## config.mk

```make
export PLATFORM = sky130hd
export DESIGN_NAME = condition_check_and_flags
export DESIGN_NICKNAME = d
export VERILOG_FILES = /design/src/cond_pkg.sv /design/src/imm_rot_if.sv /design/src/immediate_rotator.sv /design/src/condition_check_and_flags.sv
export VERILOG_INCLUDE_DIRS = /design/src
export SDC_FILE = /design/constraint.sdc
export NUM_CORES = 1
export LEC_CHECK = 0
export BUFFER_PORTS_ARGS = -buffer_cell sky130_fd_sc_hd__buf_2
export CAP_MARGIN = 20
export CORE_UTILIZATION = 30
export CTS_CLUSTER_SIZE = 28
export DETAILED_ROUTE_END_ITERATION = 8
export PLACE_DENSITY = 0.68
export SETUP_SLACK_MARGIN = 0.3
export SLEW_MARGIN = 30
export SYNTH_ARGS = -nofsm -noshare
export SYNTH_HDL_FRONTEND = slang
export SYNTH_SLANG_ARGS = --single-unit
```

## constraint.sdc

```tcl
create_clock -name sys_clk -period 1.95 [get_ports sys_clk]
set_clock_uncertainty 0.15 [all_clocks]
set_input_delay 0.4875 -clock sys_clk [delete_from_list [all_inputs] [get_ports sys_clk]]
set_output_delay 0.4875 -clock sys_clk [all_outputs]
set_load 0.01 [all_outputs]
```

## src/cond_defines.svh

```systemverilog
`ifndef COND_DEFINES_SVH
`define COND_DEFINES_SVH

// status bit positions in program_counter_status
`define PCS_N_BIT 31
`define PCS_Z_BIT 30
`define PCS_C_BIT 29
`define PCS_V_BIT 28
`define PCS_I_BIT 27
`define PCS_F_BIT 26
`define PCS_PC_MSB 25
`define PCS_PC_LSB 2
`define PCS_PC_WIDTH 24
`define PCS_MODE_MSB 1
`define PCS_MODE_LSB 0
// interrupts masked, supervisor state, pc at zero
`define PCS_RESET 32'h0C00_0003
`define PC_STEP 24'h00_0001

// instruction word fields
`define COND_MSB 31
`define COND_LSB 28
`define OP_CLASS_MSB 27
`define OP_CLASS_LSB 26
`define OP_CLASS_DATA 2'h0
`define IMM_FLAG_BIT 25
`define ROT_MSB 11
`define ROT_LSB 8
`define IMM8_MSB 7
`define IMM8_LSB 0
`define SHIFT_SRC_BIT 4
`define SHIFT_AMT_MSB 11
`define SHIFT_AMT_LSB 7
`define SHIFT_REG_MSB 11
`define SHIFT_REG_LSB 8

// reserved opcode patterns
`define RSV_A_MSB 27
`define RSV_A_LSB 24
`define RSV_A_VALUE 4'h1
`define RSV_A_BIT_HI 7
`define RSV_A_BIT_LO 4
`define RSV_B_MSB 27
`define RSV_B_LSB 25
`define RSV_B_VALUE 3'h3
`define RSV_B_BIT 4

`endif

```

## src/cond_pkg.sv

```systemverilog
package cond_pkg;

	typedef enum logic [3:0] {
		cond_equal = 4'h0,
		cond_not_equal = 4'h1,
		cond_carry_set = 4'h2,
		cond_carry_clear = 4'h3,
		cond_negative = 4'h4,
		cond_non_negative = 4'h5,
		cond_overflow = 4'h6,
		cond_no_overflow = 4'h7,
		cond_unsigned_higher = 4'h8,
		cond_unsigned_lower_same = 4'h9,
		cond_signed_ge = 4'hA,
		cond_signed_lt = 4'hB,
		cond_signed_gt = 4'hC,
		cond_signed_le = 4'hD,
		cond_always = 4'hE,
		cond_never = 4'hF
	} cond_e;

	typedef logic [1:0] mode_t;

endpackage : cond_pkg

```

## src/imm_rot_if.sv

```systemverilog
`timescale 1ns/1ps
interface imm_rot_if;
	logic [7:0] imm8;
	logic [3:0] rot;
	logic [31:0] value;

	modport requester (output imm8, output rot, input value);
	modport rotator (input imm8, input rot, output value);
endinterface : imm_rot_if

```

## src/immediate_rotator.sv

```systemverilog
`timescale 1ns/1ps
module immediate_rotator (
	input wire logic sys_clk, // core clock
	input wire logic srst, // synchronous reset
	imm_rot_if.rotator rot_port // constant and rotation in, value out
);
	logic [31:0] value_reg;
	logic [31:0] value_next;
	logic [63:0] doubled;
	logic [4:0] amount;

	// rotate right by twice the field, so wrapped patterns rebuild too
	assign amount = {rot_port.rot, 1'b0};
	assign doubled = {24'h00_0000, rot_port.imm8, 24'h00_0000, rot_port.imm8};
	assign value_next = doubled[amount +: 32];

	always_ff @(posedge sys_clk) begin
		if (srst) begin
			value_reg <= 32'h0000_0000;
		end else begin
			value_reg <= value_next;
		end
	end

	assign rot_port.value = value_reg;
endmodule : immediate_rotator

```

## src/condition_check_and_flags.sv

```systemverilog
// Operation
// - execute only when condition field passes
// - negative flag takes result bit 31
// - zero flag on zero result, compares too
// - carry from arithmetic; logic clears or keeps
// - overflow on same-sign operands, flipped result
// - bit 27 set blocks normal interrupts
// - bit 26 set blocks fast interrupts
// - bits 1:0 hold execution state
// - 0000 zero set, 0001 zero clear
// - 0010 carry set, 0011 carry clear
// - 0100 negative set, 0101 negative clear
// - 0110 overflow set, 0111 overflow clear
// - 1000 C and not Z; 1001 otherwise
// - 1010 N equals V; 1011 N differs
// - 1100 not Z, N=V; 1101 opposite
// - 1110 always passes, 1111 never passes
// - bits 27:24 0001, bits 7,4 set reserved
// - bits 27:25 011, bit 4 set reserved
// - reserved words with 1111 dropped silently
// - shift count from constant or register
// - rotate eight-bit constant across 32 bits
`timescale 1ns/1ps
`include "cond_defines.svh"

module condition_check_and_flags (
	input wire logic sys_clk, // core clock, 100 MHz
	input wire logic srst, // synchronous reset, active high
	input wire logic fetch_valid, // instruction word presented this cycle
	input wire logic [31:0] fetch_word, // fetched instruction word
	input wire logic alu_valid, // executed instruction finishing in alu
	input wire logic alu_set_flags, // instruction updates flags
	input wire logic alu_arith, // arithmetic op, carry and overflow valid
	input wire logic alu_logic_keeps_c, // logic op leaves carry alone
	input wire logic [31:0] alu_result, // alu result word
	input wire logic alu_carry_out, // carry out of result bit 31
	input wire logic [31:0] alu_operand_a, // first addend
	input wire logic [31:0] alu_operand_b, // effective second addend
	input wire logic status_wr_en, // load program_counter_status
	input wire logic [31:0] status_wr_data, // value to load
	input wire logic irq_request, // normal interrupt request level
	input wire logic fast_interrupt_request, // fast interrupt request level
	output logic [31:0] program_counter_status, // flags, masks, pc, mode
	output logic issue_execute, // instruction passed, execute it
	output logic issue_skip, // instruction failed, slot consumed
	output logic undefined_event, // reserved word passed its condition
	output logic [31:0] issue_word, // word belonging to this slot
	output logic op2_is_immediate, // second operand is rotated constant
	output logic [31:0] op2_immediate, // rotated constant
	output logic shift_by_register, // shift count comes from a register
	output logic [4:0] shift_amount, // constant shift count
	output logic [3:0] shift_count_reg_sel, // register holding shift count
	output logic irq_accept, // normal interrupt taken
	output logic fast_irq_accept // fast interrupt taken
);

	// ---------------------------------------------------------------
	// status register
	// ---------------------------------------------------------------
	logic [31:0] pcs_reg;
	logic [31:0] pcs_next;
	logic flag_n;
	logic flag_z;
	logic flag_c;
	logic flag_v;
	logic mask_irq;
	logic mask_fast;
	cond_pkg::mode_t exec_mode;

	assign flag_n = pcs_reg[`PCS_N_BIT];
	assign flag_z = pcs_reg[`PCS_Z_BIT];
	assign flag_c = pcs_reg[`PCS_C_BIT];
	assign flag_v = pcs_reg[`PCS_V_BIT];
	assign mask_irq = pcs_reg[`PCS_I_BIT];
	assign mask_fast = pcs_reg[`PCS_F_BIT];
	assign exec_mode = pcs_reg[`PCS_MODE_MSB:`PCS_MODE_LSB];

	// ---------------------------------------------------------------
	// condition evaluation
	// ---------------------------------------------------------------
	logic [3:0] cond_field;
	logic [15:0] cond_table;
	logic cond_pass;
	logic n_matches_v;

	assign cond_field = fetch_word[`COND_MSB:`COND_LSB];
	assign n_matches_v = (flag_n == flag_v);

	assign cond_table[cond_pkg::cond_equal] = flag_z;
	assign cond_table[cond_pkg::cond_not_equal] = ~flag_z;
	assign cond_table[cond_pkg::cond_carry_set] = flag_c;
	assign cond_table[cond_pkg::cond_carry_clear] = ~flag_c;
	assign cond_table[cond_pkg::cond_negative] = flag_n;
	assign cond_table[cond_pkg::cond_non_negative] = ~flag_n;
	assign cond_table[cond_pkg::cond_overflow] = flag_v;
	assign cond_table[cond_pkg::cond_no_overflow] = ~flag_v;
	assign cond_table[cond_pkg::cond_unsigned_higher] = flag_c & ~flag_z;
	assign cond_table[cond_pkg::cond_unsigned_lower_same] = ~flag_c | flag_z;
	// signed greater-or-equal is the plain N equals V test
	assign cond_table[cond_pkg::cond_signed_ge] = n_matches_v;
	assign cond_table[cond_pkg::cond_signed_lt] = ~n_matches_v;
	assign cond_table[cond_pkg::cond_signed_gt] = ~flag_z & n_matches_v;
	assign cond_table[cond_pkg::cond_signed_le] = flag_z | ~n_matches_v;
	assign cond_table[cond_pkg::cond_always] = 1'b1;
	assign cond_table[cond_pkg::cond_never] = 1'b0;

	assign cond_pass = cond_table[cond_field];

	// ---------------------------------------------------------------
	// reserved pattern detection
	// ---------------------------------------------------------------
	logic rsv_a;
	logic rsv_b;
	logic reserved_word;

	assign rsv_a = (fetch_word[`RSV_A_MSB:`RSV_A_LSB] == `RSV_A_VALUE)
		& fetch_word[`RSV_A_BIT_HI] & fetch_word[`RSV_A_BIT_LO];
	assign rsv_b = (fetch_word[`RSV_B_MSB:`RSV_B_LSB] == `RSV_B_VALUE)
		& fetch_word[`RSV_B_BIT];
	assign reserved_word = rsv_a | rsv_b;

	// ---------------------------------------------------------------
	// slot outcome
	// ---------------------------------------------------------------
	logic execute_next;
	logic skip_next;
	logic undef_next;

	// condition is checked before the pattern, so 1111 reserved words
	// simply fall into the skip path and never fault
	assign execute_next = fetch_valid & cond_pass & ~reserved_word;
	assign undef_next = fetch_valid & cond_pass & reserved_word;
	assign skip_next = fetch_valid & ~cond_pass;

	// ---------------------------------------------------------------
	// operand forms
	// ---------------------------------------------------------------
	logic data_class;
	logic imm_form_next;
	logic shift_reg_next;
	logic [4:0] shift_amt_next;
	logic [3:0] shift_sel_next;

	assign data_class = (fetch_word[`OP_CLASS_MSB:`OP_CLASS_LSB] == `OP_CLASS_DATA);
	assign imm_form_next = data_class & fetch_word[`IMM_FLAG_BIT];
	// register-sourced count only for shifted register operands
	assign shift_reg_next = data_class & ~fetch_word[`IMM_FLAG_BIT]
		& fetch_word[`SHIFT_SRC_BIT];
	assign shift_amt_next = fetch_word[`SHIFT_AMT_MSB:`SHIFT_AMT_LSB];
	assign shift_sel_next = fetch_word[`SHIFT_REG_MSB:`SHIFT_REG_LSB];

	imm_rot_if rot_bus ();

	assign rot_bus.imm8 = fetch_word[`IMM8_MSB:`IMM8_LSB];
	assign rot_bus.rot = fetch_word[`ROT_MSB:`ROT_LSB];

	immediate_rotator u_rotator (
		.sys_clk (sys_clk),
		.srst (srst),
		.rot_port (rot_bus.rotator)
	);

	// ---------------------------------------------------------------
	// flag update from alu
	// ---------------------------------------------------------------
	logic flag_update;
	logic n_next;
	logic z_next;
	logic c_next;
	logic v_next;
	logic same_sign;
	logic sign_flip;

	// skipped slots never reach the alu, so no alu_valid arrives
	assign flag_update = alu_valid & alu_set_flags;
	assign n_next = alu_result[31];
	assign z_next = (alu_result == 32'h0000_0000);
	assign same_sign = (alu_operand_a[31] == alu_operand_b[31]);
	assign sign_flip = (alu_result[31] != alu_operand_a[31]);
	// logic ops never make a carry: clear it unless told to keep
	assign c_next = alu_arith ? alu_carry_out
		: (alu_logic_keeps_c & flag_c);
	assign v_next = alu_arith ? (same_sign & sign_flip) : flag_v;

	// ---------------------------------------------------------------
	// next status value
	// ---------------------------------------------------------------
	logic [`PCS_PC_WIDTH-1:0] pc_word;
	logic [`PCS_PC_WIDTH-1:0] pc_step;
	logic [31:0] pcs_loaded;

	// pc counts words, so a byte address is always aligned
	assign pc_word = pcs_reg[`PCS_PC_MSB:`PCS_PC_LSB];
	assign pc_step = fetch_valid ? (pc_word + `PC_STEP) : pc_word;
	assign pcs_loaded = status_wr_en ? status_wr_data
		: {pcs_reg[31:`PCS_PC_MSB+1], pc_step, pcs_reg[`PCS_MODE_MSB:0]};

	// an alu flag update in the same cycle as a load wins for the flags
	always_comb begin
		pcs_next = pcs_loaded;
		if (flag_update) begin
			pcs_next[`PCS_N_BIT] = n_next;
			pcs_next[`PCS_Z_BIT] = z_next;
			pcs_next[`PCS_C_BIT] = c_next;
			pcs_next[`PCS_V_BIT] = v_next;
		end
	end

	always_ff @(posedge sys_clk) begin
		if (srst) begin
			pcs_reg <= `PCS_RESET;
		end else begin
			pcs_reg <= pcs_next;
		end
	end

	// ---------------------------------------------------------------
	// interrupt acceptance
	// ---------------------------------------------------------------
	logic irq_accept_reg;
	logic irq_accept_next;
	logic fast_accept_reg;
	logic fast_accept_next;

	assign irq_accept_next = irq_request & ~mask_irq;
	assign fast_accept_next = fast_interrupt_request & ~mask_fast;

	always_ff @(posedge sys_clk) begin
		if (srst) begin
			irq_accept_reg <= 1'b0;
			fast_accept_reg <= 1'b0;
		end else begin
			irq_accept_reg <= irq_accept_next;
			fast_accept_reg <= fast_accept_next;
		end
	end

	// ---------------------------------------------------------------
	// issue stage registers
	// ---------------------------------------------------------------
	logic execute_reg;
	logic skip_reg;
	logic undef_reg;
	logic [31:0] word_reg;
	logic [31:0] word_next;
	logic imm_form_reg;
	logic shift_reg_reg;
	logic [4:0] shift_amt_reg;
	logic [3:0] shift_sel_reg;

	// word held between slots so downstream sees a stable value
	assign word_next = fetch_valid ? fetch_word : word_reg;

	always_ff @(posedge sys_clk) begin
		if (srst) begin
			execute_reg <= 1'b0;
			skip_reg <= 1'b0;
			undef_reg <= 1'b0;
		end else begin
			execute_reg <= execute_next;
			skip_reg <= skip_next;
			undef_reg <= undef_next;
		end
	end

	always_ff @(posedge sys_clk) begin
		if (srst) begin
			word_reg <= 32'h0000_0000;
			imm_form_reg <= 1'b0;
			shift_reg_reg <= 1'b0;
			shift_amt_reg <= 5'h00;
			shift_sel_reg <= 4'h0;
		end else begin
			word_reg <= word_next;
			imm_form_reg <= imm_form_next;
			shift_reg_reg <= shift_reg_next;
			shift_amt_reg <= shift_amt_next;
			shift_sel_reg <= shift_sel_next;
		end
	end

	// ---------------------------------------------------------------
	// outputs, all from flip-flops
	// ---------------------------------------------------------------
	assign program_counter_status = pcs_reg;
	assign issue_execute = execute_reg;
	assign issue_skip = skip_reg;
	assign undefined_event = undef_reg;
	assign issue_word = word_reg;
	assign op2_is_immediate = imm_form_reg;
	assign op2_immediate = rot_bus.value;
	assign shift_by_register = shift_reg_reg;
	assign shift_amount = shift_amt_reg;
	assign shift_count_reg_sel = shift_sel_reg;
	assign irq_accept = irq_accept_reg;
	assign fast_irq_accept = fast_accept_reg;

endmodule : condition_check_and_flags

```

[Yosys cells after proc, flatten, opt, wreduce, memory -nomap -nowiden]
Cells that the tools add are included.
Word-level totals
  output and inout bits: 112
  word-level logic and storage cells: 66
  register bits: 112
Cells by class
  shifts and indexed selects: 1
  reduce and logical (&&, ||, !) cells: 5
  add/subtract/negate cells: 1
  order comparisons: 1
  muxes and demuxes: 7
  bitwise gates (word level): 30
  equal/unequal tests: 6
Operator list (count)
  $shiftx A64 B6 Y32: 1
  $logic_not A32 Y1: 1
  $mux W32: 1
  $add A24 B1 Y24 const B: 1
  $mux W24: 1
  $and A1 B1 Y1: 17
  $not A1 Y1: 10
  $lt A4 B5 Y1 const B: 1
  $bmux W1 S4: 1
  $eq A4 B1 Y1 const B: 1
  $mux W4: 1
  $reduce_bool A2 Y1: 2
  $eq A3 B2 Y1 const B: 1
  $mux W1: 3
  $or A1 B1 Y1: 3
  $eq A1 B1 Y1: 2
  $logic_not A2 Y1: 1
  $ne A2 B2 Y1 const B: 1
  $reduce_and A2 Y1: 1
  $ne A1 B1 Y1: 1

[Longest topological paths before layout]
Gate-level depths: netlist (run 1).
  depth in word-level cells: 7
  gate-level depth with buffers: 6
  mapped depth without buffers: 5

[By module]
From an unflattened synthesis (run 1), not the netlist that was laid out.
Second synthesis, totals
  cell total of the unflattened synthesis: 501
  area, all modules: 4680.7 sq um
By module, submodules not included
  condition_check_and_flags: cells each 371, sequential area each 1521.5 sq um, times used 1, area each 3395.8 sq um
  immediate_rotator: cells each 130, sequential area each 640.6 sq um, times used 1, area each 1285.0 sq um

[Worst setup path after synthesis (run 1)]
No wires, ideal clock.
  path kind: register to register
  start: register pcs_reg[10], in the netlist program_counter_status[10]
  end: register pcs_reg[24], in the netlist program_counter_status[24]
  path slack: -0.189 ns
  stages on the path, launching flop included: 5
  clock period less this slack: 2.139 ns
  required time: 1.709 ns
  arrival: 1.898 ns
  path through: dfxtp_1 > nand4_4 > or4_4 > or4_1 > a311oi_1
Between the ends
  cells in the longest elaborated chain, start to end: 3
Ends and longest elaborated chain
  start, declared: RTL line condition_check_and_flags.sv:60  | logic [31:0] pcs_reg;
  start signal, assigned: RTL line condition_check_and_flags.sv:211  | pcs_reg <= `PCS_RESET;
  start signal, assigned: RTL line condition_check_and_flags.sv:213  | pcs_reg <= pcs_next;
  $add A24 B1 Y24 (no source line)
  $mux W24: RTL line condition_check_and_flags.sv:194  | assign pc_step = fetch_valid ? (pc_word + `PC_STEP) : pc_word;
  $mux W32: RTL line condition_check_and_flags.sv:195  | assign pcs_loaded = status_wr_en ? status_wr_data
Every way passes these cells. The select of a mux whose other input is x is not followed.
A chain may end at the register's enable or synchronous reset.

[Worst setup path after layout (run 1)]
  start: register pcs_reg[12], in the netlist program_counter_status[12]
  end: register pcs_reg[24], in the netlist program_counter_status[24]
Same word-level chain as after synthesis.

==> key figures, run 1 <==
Yosys
  • Main combinational cell family by area after synthesis: simple AND/OR/NAND/NOR gates
  • Avg Inst Size Synth: 9.36 um^2
  • Synth Area in Compound Gates: between 10% and 20%
  • Yosys reg bits: 108
  • Synthesis Warnings: 0
  • Top cell type's share of synthesized area: 46.2%
  • Area share of fa/ha/maj cells after synthesis: less than 1%
  • Largest cells by area after synthesis: dfxtp_1 46%, mux2i_1 9.2%, nor2_1 7.1%, a22oi_1 2.4%, xnor2_1 2.1%
  • Syn Nets: about 670
  • Xor/xnor share of the synthesized area: around 2.8%
  • Sequential share of the synthesized area: 46.2%
  • Mux cell area share after synthesis: a little under an eighth
  • Syn Std Cell Area: ~4700 um^2
  • Synth async-reset ratio: 0%
  • Ys flop type: dfxtp_1
  • Post-synth cell types: 53
  • Simple-gate area share of the yosys netlist: between 20% and 30%
  • EDFF count, synth: 0
  • Largest area contributor in the netlist: dfxtp_1
  • Cells after synthesis: 500

Place
  • Port buffer count: 220
  • Final HPWL DP: around 10000 um
  • Global placer's final weighted congestion: about 0.76
  • Placed cells: ~910
  • Worst slack, placed: -0.229 ns

Pwr
  • Clock power share: about 35%
  • Switching pwr: 1320 uW
  • Combinational group share of total power: 16.6%
  • Max VDD drop: 0.548 mV
  • Internal power: 3570 uW
  • Power density over the cells: about 740 nW/um^2
  • Switching Fraction: between 20% and 30%
  • Leak pwr: 0.00310 uW
  • Reg power frac: slightly below 50%

Global routing
  • First-pass GRT wire length: 21200 um
  • GR Overflow Total: 0
  • Vias in the first global route: around 4400
  • Largest net degree at the start of global routing: 36
  • GRT Total Usage: 16.7%
  • Antenna violations before repair: 0

Timing
  • Worst rel slew slack: 61.4%
  • Setup TNS: 0 ns
  • Setup WS post-layout: 0.0181 ns
  • RSZ-0062 raised after global routing: true
  • Tmin final: a little under 2 ns
  • Worst-Margin Slew: about 0.58 ns
  • Final number of setup-violating endpoints: 0
  • Final Hold Fails: 0
  • Final Max Slew Viols: 0
  • Fmax achieved: 0.518 GHz
  • Final Cycle Share: 99.1%
  • Hold Slack: 0.193 ns

Floorplanning
  • Initial Util: roughly 31%
  • Die Wd: around 130 um
  • Core Rows: 45
  • DIE AREA: between 15000 and 20000 um^2
  • Core box area: 15200 um^2
  • Die Y: 127 um
  • IO Pins: 283

Detailed routing
  • Drc violations: 0
  • DR WL/cell: 14.6 um
  • DR vias: 4521
  • 1st-iter DRT viols: 168
  • Vias/cell: 4.88
  • Wirelength, routed: 13600 um
  • First-pass DRT Iterations: 5
  • Final ANT Viol Nets: 0

Worst setup path
  • CP Launch Point: program_counter_status[12]$_SDFFE_PP0P_
  • Worst Path Required: 2.06 ns
  • Critical Path Start Type: flop
  • Critical path class: reg -> reg
  • Arrival time at the worst endpoint: just over 2 ns
  • Worst reg2reg endpoint: program_counter_status[24]$_SDFFE_PP0P_
  • Reg2reg path depth: 4
  • Worst R2R Start: program_counter_status[12]$_SDFFE_PP0P_
  • Register-to-register setup slack: 0.02 ns
  • Critical path peak fanout: 5
  • Critical path capture point type: flop

Clocking
  • CTS tree: done
  • Deepest clock path buffer count: 2
  • Clock root buffer: clkbuf_16
  • Worst-Skew Late Latency: ~0.35 ns
  • CTS Buf Count: 9
  • H-tree levels: 3
  • Clock-pin slew of the registers on the worst-case setup and hold paths: 0.07 ns
  • Num Clock Sinks: 108

Cells and area
  • NumNets Final: 906
  • Fillers: 1524
  • Layout cell share with drive strength beyond 1: 43.2%
  • # diodes: 0
  • Final Non-Filler Cells: around 900
  • Area grow syn2layout: 40.3%
  • Final Util: 43.2%

Outcome
  • Status: finished, final reports clean

Worst hold path
  • Worst min path class: in -> reg
  • WHS Endpoint: program_counter_status[27]$_SDFFE_PP1P_
  • WHS Path Cells: 2
  • Min-delay src: status_wr_data[27]

Job
  • Max cap viols: 0
-- logic make-up after synthesis --
group / Yosys count
AND/OR/NAND/NOR: 210
AO/OA/AOI/OAI: 70
XOR/XNOR: 15
buffers and inverters: 45
multiplexers: 51
adder cells (fa/ha/maj): 1
flip-flops: 108
-- timing repair --
action	in CTS	in global routing
gates resized for setup	7	21
hold buffers	0	0
setup endpoints to repair	15	21
buffers inserted	3	0
pin swaps	3	6
-- cells in the mapped netlist (3+ instances only) --
cell	number
a211o_1	4
a211oi_1	12
a21oi_1	10
a22oi_1	15
a311oi_1	7
and3_1	6
buf_1	10
buf_4	4
clkbuf_1	18
clkbuf_8	5
dfxtp_1	108
inv_1	7
mux2_2	7
mux2i_1	43
nand2_1	21
nand2b_1	3
nand3_1	8
nand4_1	11
nor2_1	88
nor2b_1	14
nor3_1	11
nor3b_1	7
nor4_1	14
o21ai_0	4
o31ai_1	5
or3_1	4
or4_1	6
xnor2_1	11
xor2_1	4
-- layout by cell type, fill, tap and decap left out, drive strengths merged, types with 3 or more instances in the layout --
master  netlist  layout
nand2b        3       3
buf          15     261
inv           7       8
xor2          4       4
mux2          7       7
nand2        21      21
a311oi        7       7
o31ai         5       5
nor3         11      11
nor2b        14      14
a22oi        15      15
or3           4       4
mux2i        43      43
nor2         88      88
dfxtp       108     108
or2           3       3
nor4         14      14
clkbuf       23      10
a21oi        10      10
a211oi       12      12
nand4        12      12
nand3         8       8
nor3b         7       7
a211o         4       4
and3          6       6
o21ai         4       4
xnor2        11      11
or4           7       7
-- worst max-delay path: stages, from the launching register on --
cell and delay, ns:
dfxtp_4 0.37, nand4_4 0.16, or4_4 0.55, or4_1 0.41
a311oi_1 0.20
-- how the worst max path moves through the flow --
stage | endpoint | slack, ns | cells after the start
floorplan | program_counter_status[21]$_SDFFE_PP0P_ | -0.02 | 6
global placement | issue_execute$_SDFF_PP0_ | -0.18 | 5
detailed placement | issue_execute$_SDFF_PP0_ | -0.23 | 5
CTS | program_counter_status[24]$_SDFFE_PP0P_ | 0.05 | 4
global route | program_counter_status[24]$_SDFFE_PP0P_ | -0.05 | 4
finish | program_counter_status[24]$_SDFFE_PP0P_ | 0.02 | 4
-- cell type report --
class	instances	area, um^2	share of cell area [%]
tap	188	235	3.58
clock inverter	5	37.5	0.572
multi-input combinational	347	2390	36.5
timing repair buffer	261	1440	22.0
sequential	108	2200	33.5
inverter	7	26.3	0.400
clock buffer	10	229	3.49
-- metal layers --
metal	vias up	wire length [um]	GRT usage, %
met2	138	6370	28.2
met1	2106	6030	20.4
met4	0	272	5.88
met3	18	885	4.72
met5	-	0	0
li1	2259	-	-
-- power by group through the flow --
stage | clock network [uW] | logic [uW] | registers, uW
finish | 1690 | 814 | 2390
global route | 1840 | 896 | 2410
CTS | 1750 | 809 | 2390
detailed placement | 0 | 797 | 2440
global placement | 0 | 789 | 2440
floorplan | 0 | 365 | 2500
-- through the flow --
step                power, uW  area (um^2)
floorplan                2870         4750
global placement         3230         6150
detailed placement       3240         6150
CTS                      4950         6460
global route             5140         6570
finish                   4890         6570
(Power assumes the default switching activity.)
==> run 2, diff against run 1 <==
--- a/config.mk
+++ b/config.mk
@@ -11,7 +11,7 @@
 export CORE_UTILIZATION = 30
 export CTS_CLUSTER_SIZE = 28
 export DETAILED_ROUTE_END_ITERATION = 8
-export PLACE_DENSITY = 0.68
+export PLACE_DENSITY = 0.66
 export SETUP_SLACK_MARGIN = 0.3
 export SLEW_MARGIN = 30
 export SYNTH_ARGS = -nofsm -noshare
==> constraint.sdc (replaced) <==
create_clock -name sys_clk -period 2.1 [get_ports sys_clk]
set_clock_uncertainty 0.15 [all_clocks]
set_input_delay 0.525 -clock sys_clk [delete_from_list [all_inputs] [get_ports sys_clk]]
set_output_delay 0.525 -clock sys_clk [all_outputs]
set_load 0.01 [all_outputs]
==> run 2 against run 1 <==
Sequential cell count stayed put. Via count grew 0.60%. Combinational power decreased by 9.0%. Sequential power down 7%. First-iteration DRC count down 8.3%. Global-route usage decreased by 0.37 points. Largest cell class unchanged. Largest power group unchanged. Highest routed layer unchanged.
==> key figures, run 2 (synthesis gave the netlist of run 1 again) <==
Global routing
  • GR Overflow Total: 0
  • Antenna violations before repair: 0
  • Vias in the first global route: 4200
  • GRT Total Usage: 16.4%
  • First-pass GRT wire length: 20800 um
  • Largest net degree at the start of global routing: 38

Detailed routing
  • Wirelength, routed: 13400 um
  • 1st-iter DRT viols: 154
  • DR vias: 4548
  • Final ANT Viol Nets: 0
  • DR WL/cell: roughly 14 um
  • First-pass DRT Iterations: 4
  • Drc violations: 0
  • Vias/cell: 4.90

Place
  • Final HPWL DP: 9990 um
  • Port buffer count: 220
  • Global placer's final weighted congestion: 0.767
  • Placed cells: between 900 and 1000
  • Post-DP Area: 6080 um^2

Floorplanning
  • Die Y: 127 um
  • Die Wd: roughly 130 um
  • Core box area: 15200 um^2
  • DIE AREA: 16100 um^2
  • Core Rows: 45
  • Initial Util: 30.8%
  • IO Pins: 283

Timing
  • Final number of setup-violating endpoints: 0
  • RSZ-0062 raised after global routing: true
  • Fmax achieved: between 0.5 and 0.6 GHz
  • Final Cycle Share: between 90% and 100%
  • Final Max Slew Viols: 0
  • Worst rel slew slack: 69.9%
  • Worst-Margin Slew: 0.451 ns
  • Tmin final: 1.91 ns
  • Final Hold Fails: 0

Worst setup path
  • Arrival time at the worst endpoint: 2.03 ns
  • Critical Path Start Type: flop
  • Critical path class: reg -> reg
  • Worst Path Required: 2.22 ns
  • Critical path peak fanout: 4
  • Critical path capture point type: flop

Pwr
  • Power density over the cells: roughly 730 nW/um^2
  • Total Power Consumption: 4780 uW
  • Max VDD drop: 0.378 mV
  • Leak pwr: approximately 0.0031 uW

Clocking
  • CTS Buf Count: 9
  • Clock root buffer: clkbuf_16
  • Clock-pin slew of the registers on the worst-case setup and hold paths: 0.08 ns
  • CTS tree: done
  • Deepest clock path buffer count: 2
  • Num Clock Sinks: approximately 110
  • Worst-Skew Late Latency: 0.35 ns
  • H-tree levels: 3

Cells and area
  • Fillers: approximately 1500
  • NumNets Final: 907
  • Final Non-Filler Cells: about 930
  • Final Util: 43.0%
  • Layout cell share with drive strength beyond 1: 42.6%
  • Area grow syn2layout: 39.8%
  • Most common cell after layout, fill and taps aside: buf_2
  • Most frequent cells in the layout: 220 x buf_2, 91 x dfxtp_1, 88 x nor2_1
  • Multi-input logic area: roughly 2300 um^2
  • # diodes: 0
  • Total area of sequential cells: 2190 um^2
  • Fin area: 6540 um^2

Job
  • Max cap viols: 0

Worst hold path
  • Worst min path class: in -> reg

Outcome
  • Status: finished, final reports clean
-- run 2: cell types whose count changed in the layout (fill, tap and decap cells not counted), sizes merged --
| cell | before | now |
|---|---|---|
| inv | 8 | 11 |
| clkinvlp | 2 | 0 |
| buf | 261 | 262 |
| bufinv | 0 | 1 |
| clkbuf | 10 | 9 |
-- run 2: per-layer routing --
| metal | share of wire [%] | global-route usage, % |
|---|---|---|
| met5 | 0 | 0 |
| met4 | 1.6 | 6.09 |
| met3 | 6.8 | 4.56 |
| met2 | 47 | 26.8 |
| met1 | 45 | 20.5 |
-- run 2: worst max-delay path, stage by stage, from the launching register on --
cell,delay (ns)
dfxtp_4,0.37
nand4_4,0.11
or4_4,0.54
or4_1,0.41
a311oi_1,0.24
-- run 2: where the power goes --
part / switching (uW) / leakage, uW / internal (uW) / total (uW)
Sequential: 59.9 / 0.000895 / 2160 / 2220
Combinational: 392 / 0.00203 / 349 / 741
Clock: 857 / 0.000158 / 968 / 1820
Total: 1310 / 0.00309 / 3470 / 4780
-- run 2: final timing paths --
| path | slack, ns | cells after the start | startpoint | end |
|---|---|---|---|---|
| setup / recovery | 0.19 | 4 | program_counter_status[12]$_SDFFE_PP0P_ | program_counter_status[24]$_SDFFE_PP0P_ |
| hold / removal | 0.23 | 2 | fetch_word[27] | op2_is_immediate$_SDFF_PP0_ |
| setup reg to reg | 0.19 | 4 | program_counter_status[12]$_SDFFE_PP0P_ | program_counter_status[24]$_SDFFE_PP0P_ |
| hold reg to reg | 0.28 | 1 | program_counter_status[27]$_SDFFE_PP1P_ | irq_accept$_SDFF_PP0_ |
-- run 2: timing repair --
item	4_1_cts	5_1_grt
resized for setup	9	9
endpoints found under the setup margin	10	13
pin swaps	10	5
buffers inserted	8	2
hold buffers	0	0
-- run 2: final cells by class --
cell class              count  share of cell area, %
multi-input cells         347                   35.5
flip-flops and latches    108                   33.5
repair buffers            262                   22.0
well taps                 188                   3.60
clock buffers               9                   3.44
clock inverters             7                   1.53
inverters                   7                  0.402
-- run 2: stage by stage --
stage	setup TNS, ns	hold slack (ns)	worst slack (ns)
CTS	0	0.211	0.0668
global route	0	0.221	0.104
finish	0	0.227	0.185
detailed placement	-0.150	0.275	-0.0943
floorplan	0	0.329	0.0906
global placement	-0.127	0.275	-0.0729
==> run 3, diff against run 2 <==
--- a/config.mk
+++ b/config.mk
@@ -8,12 +8,13 @@
 export LEC_CHECK = 0
 export BUFFER_PORTS_ARGS = -buffer_cell sky130_fd_sc_hd__buf_2
 export CAP_MARGIN = 20
-export CORE_UTILIZATION = 30
-export CTS_CLUSTER_SIZE = 28
+export CORE_UTILIZATION = 29
+export CTS_CLUSTER_SIZE = 10
 export DETAILED_ROUTE_END_ITERATION = 8
-export PLACE_DENSITY = 0.66
+export PLACE_DENSITY = 0.65
 export SETUP_SLACK_MARGIN = 0.3
 export SLEW_MARGIN = 30
 export SYNTH_ARGS = -nofsm -noshare
 export SYNTH_HDL_FRONTEND = slang
+export SYNTH_HIERARCHICAL = 1
 export SYNTH_SLANG_ARGS = --single-unit
==> run 3 against run 2 <==
Die area grew 3.4%. Global-route usage is essentially flat. Largest cell class unchanged. Clock power grew 9%. Synthesized cell count grew 0.20%. Fmax grew 1.0%. Critical endpoint is now program_counter_status[18]$_SDFFE_PP0P_. Highest routed layer unchanged. Critical path type unchanged. Combinational power grew 4.0%.
==> key figures, run 3 <==
Yosys
  • Main combinational cell family by area after synthesis: simple AND/OR/NAND/NOR gates
  • Syn Std Cell Area: around 4700 um^2
  • Largest cells by area after synthesis: dfxtp_1 46%, mux2i_1 7.7%, nor2_1 6.7%, nor4_1 2.3%, a211oi_1 2.1%
  • Simple-gate area share of the yosys netlist: 23.5%
  • Most frequent cell after synthesis: dfxtp_1
  • Post-synth cell types: between 60 and 70
  • Avg Inst Size Synth: 9.34 um^2
  • Yosys reg bits: 108
  • Synth Area in Compound Gates: 13.2%
  • Syn Nets: 673
  • Largest area contributor in the netlist: dfxtp_1
  • Cells after synthesis: 501
  • Synthesis Warnings: 6
  • Area share of fa/ha/maj cells after synthesis: 0.267%
  • Xor/xnor share of the synthesized area: 2.25%
  • Synth async-reset ratio: 0%
  • EDFF count, synth: 0
  • Ys flop type: dfxtp_1
  • Top cell type's share of synthesized area: 46.2%
  • Top post-synthesis cells by count: 108 x dfxtp_1, 84 x nor2_1, 36 x mux2i_1
  • Mux cell area share after synthesis: 9.86%
  • Sequential share of the synthesized area: 46.2%

Global routing
  • Vias in the first global route: 4193
  • First-pass GRT wire length: 21100 um
  • Antenna violations before repair: 0
  • Largest net degree at the start of global routing: 34
  • GR Overflow Total: 0
  • GRT Total Usage: 16.4%

Worst setup path
  • Critical path peak fanout: 8
  • Critical path class: reg -> reg
  • Slowest CP cell: or4_1
  • Worst Path Required: 2.21 ns
  • Critical path capture point type: flop
  • CP top delay family: simple AND/OR/NAND/NOR gates
  • Arrival time at the worst endpoint: 2.00 ns
  • Slowest stage delay, CP: 0.48 ns
  • Critical Path Start Type: flop
  • Cells along the critical path: ha_4 -> nand4_4 -> or3_4 -> or4_1 -> a311oi_1
  • Crit path buffers/inverters: 0

Place
  • Global placer's final weighted congestion: 0.846
  • Post-DP Area: 6190 um^2
  • Final HPWL DP: just over 10000 um
  • Port buffer count: 220

Clocking
  • Deepest clock path buffer count: 2
  • CTS tree: done
  • CTS Buf Count: 9
  • H-tree levels: 3
  • Clock-pin slew of the registers on the worst-case setup and hold paths: 0.08 ns
  • Num Clock Sinks: 108
  • Clock root buffer: clkbuf_16
  • Worst-Skew Late Latency: 0.35 ns

Detailed routing
  • Wirelength, routed: 13800 um
  • Drc violations: 0
  • First-pass DRT Iterations: 5
  • DR WL/cell: 14.2 um
  • Final ANT Viol Nets: 0
  • 1st-iter DRT viols: 190
  • DR vias: 4628
  • Vias/cell: about 4.8

Timing
  • Final number of setup-violating endpoints: 0
  • Final Hold Fails: 0
  • Tmin final: 1.90 ns
  • Worst rel slew slack: 61.8%
  • Final Cycle Share: approximately nine tenths
  • Worst-Margin Slew: 0.574 ns
  • Fmax achieved: 0.527 GHz
  • Final Max Slew Viols: 0
  • RSZ-0062 raised after global routing: true

Cells and area
  • Layout cell share with drive strength beyond 1: 44.6%
  • Most common cell after layout, fill and taps aside: buf_2
  • Fin area: about 6800 um^2
  • Final Util: 42.8%
  • Area grow syn2layout: 44.8%
  • Most frequent cells in the layout: 220 x buf_2, 90 x dfxtp_1, 84 x nor2_1
  • NumNets Final: just over 900

Floorplanning
  • IO Pins: 283
  • Die Wd: 129 um
  • Die Y: 129 um
  • Core box area: 15800 um^2
  • Initial Util: slightly below 30%
  • Core Rows: 46
  • DIE AREA: 16700 um^2

Job
  • Max cap viols: 0

Outcome
  • Status: finished, final reports clean

Worst hold path
  • Worst min path class: in -> reg

Pwr
  • Power density over the cells: 734 nW/um^2
  • Leak pwr: 0.00315 uW
  • Max VDD drop: 0.484 mV
==> run 3: changes by cell type after synthesis, sizes merged, moves of 4 or more <==
cell / change
a22oi: -10
clkbuf: -8
inv: +7
mux2i: -7
a221oi: +5
and3: -5
nand2: +4
nand3: +4
nand4: -4
nor2b: -4
nor3b: -4
xnor2: -4
==> run 3: cell families after synthesis <==
logic type	after synthesis
buffers and inverters	48
multiplexers	44
AO/OA/AOI/OAI	80
XOR/XNOR	12
AND/OR/NAND/NOR	208
flip-flops	108
adder cells (fa/ha/maj)	1
==> run 3: where the power goes <==
part	leakage (uW)	switching [uW]	internal (uW)	total [uW]
combinational	0.00209	408	364	771
sequential	0.000897	67.0	2160	2230
clock	0.000163	801	1180	1980
==> run 3: layout make-up <==
cell class	instances	area (um^2)
fill	1603	9050
tap	216	270
clock buffer	9	225
multi-input combinational	345	2390
antenna	1	2.50
clock inverter	7	123
inverter	15	56.3
timing repair buffer	271	1510
sequential	108	2200
==> run 3: repair_timing <==
item,CTS,global route
hold buffers,0,0
endpoints found under the setup margin,9,13
pin swaps,16,8
resized for setup,20,11
buffers inserted,10,7
==> run 3: layer usage <==
layer / track usage (%) / share of wire [%] / routed length, um
met5: 0 / 0 / 0
met4: 4.22 / 0.96 / 133
met3: 4.67 / 6.4 / 888
met2: 27.4 / 47 / 6490
met1: 20.6 / 46 / 6330
==> run 3: metrics by stage <==
| stage | worst slack, ns | TNS, ns | hold WS [ns] | power (uW) | cells |
|---|---|---|---|---|---|
| final | 0.204 | 0 | 0.235 | 4970 | 972 |
| after global routing | 0.164 | 0 | 0.224 | 5230 | 971 |
| after CTS | 0.148 | 0 | 0.214 | 5030 | 964 |
| after detailed placement | -0.139 | -0.385 | 0.286 | 3010 | 938 |
| after global placement | -0.0930 | -0.245 | 0.287 | 3000 | 938 |
| after floorplan | 0.0378 | 0 | 0.329 | 2660 | 501 |
==> run 3: worst paths after layout <==
kind                                                               from                                 endpoint  slack [ns]  cells after the start
worst max-delay path             program_counter_status[3]$_SDFFE_PP0P_  program_counter_status[18]$_SDFFE_PP0P_        0.20                      5
worst min register to register  program_counter_status[26]$_SDFFE_PP1P_               fast_irq_accept$_SDFF_PP0_        0.30                      1
worst min-delay path                                 status_wr_data[26]  program_counter_status[26]$_SDFFE_PP1P_        0.23                      2
worst max register to register   program_counter_status[3]$_SDFFE_PP0P_  program_counter_status[18]$_SDFFE_PP0P_        0.20                      5
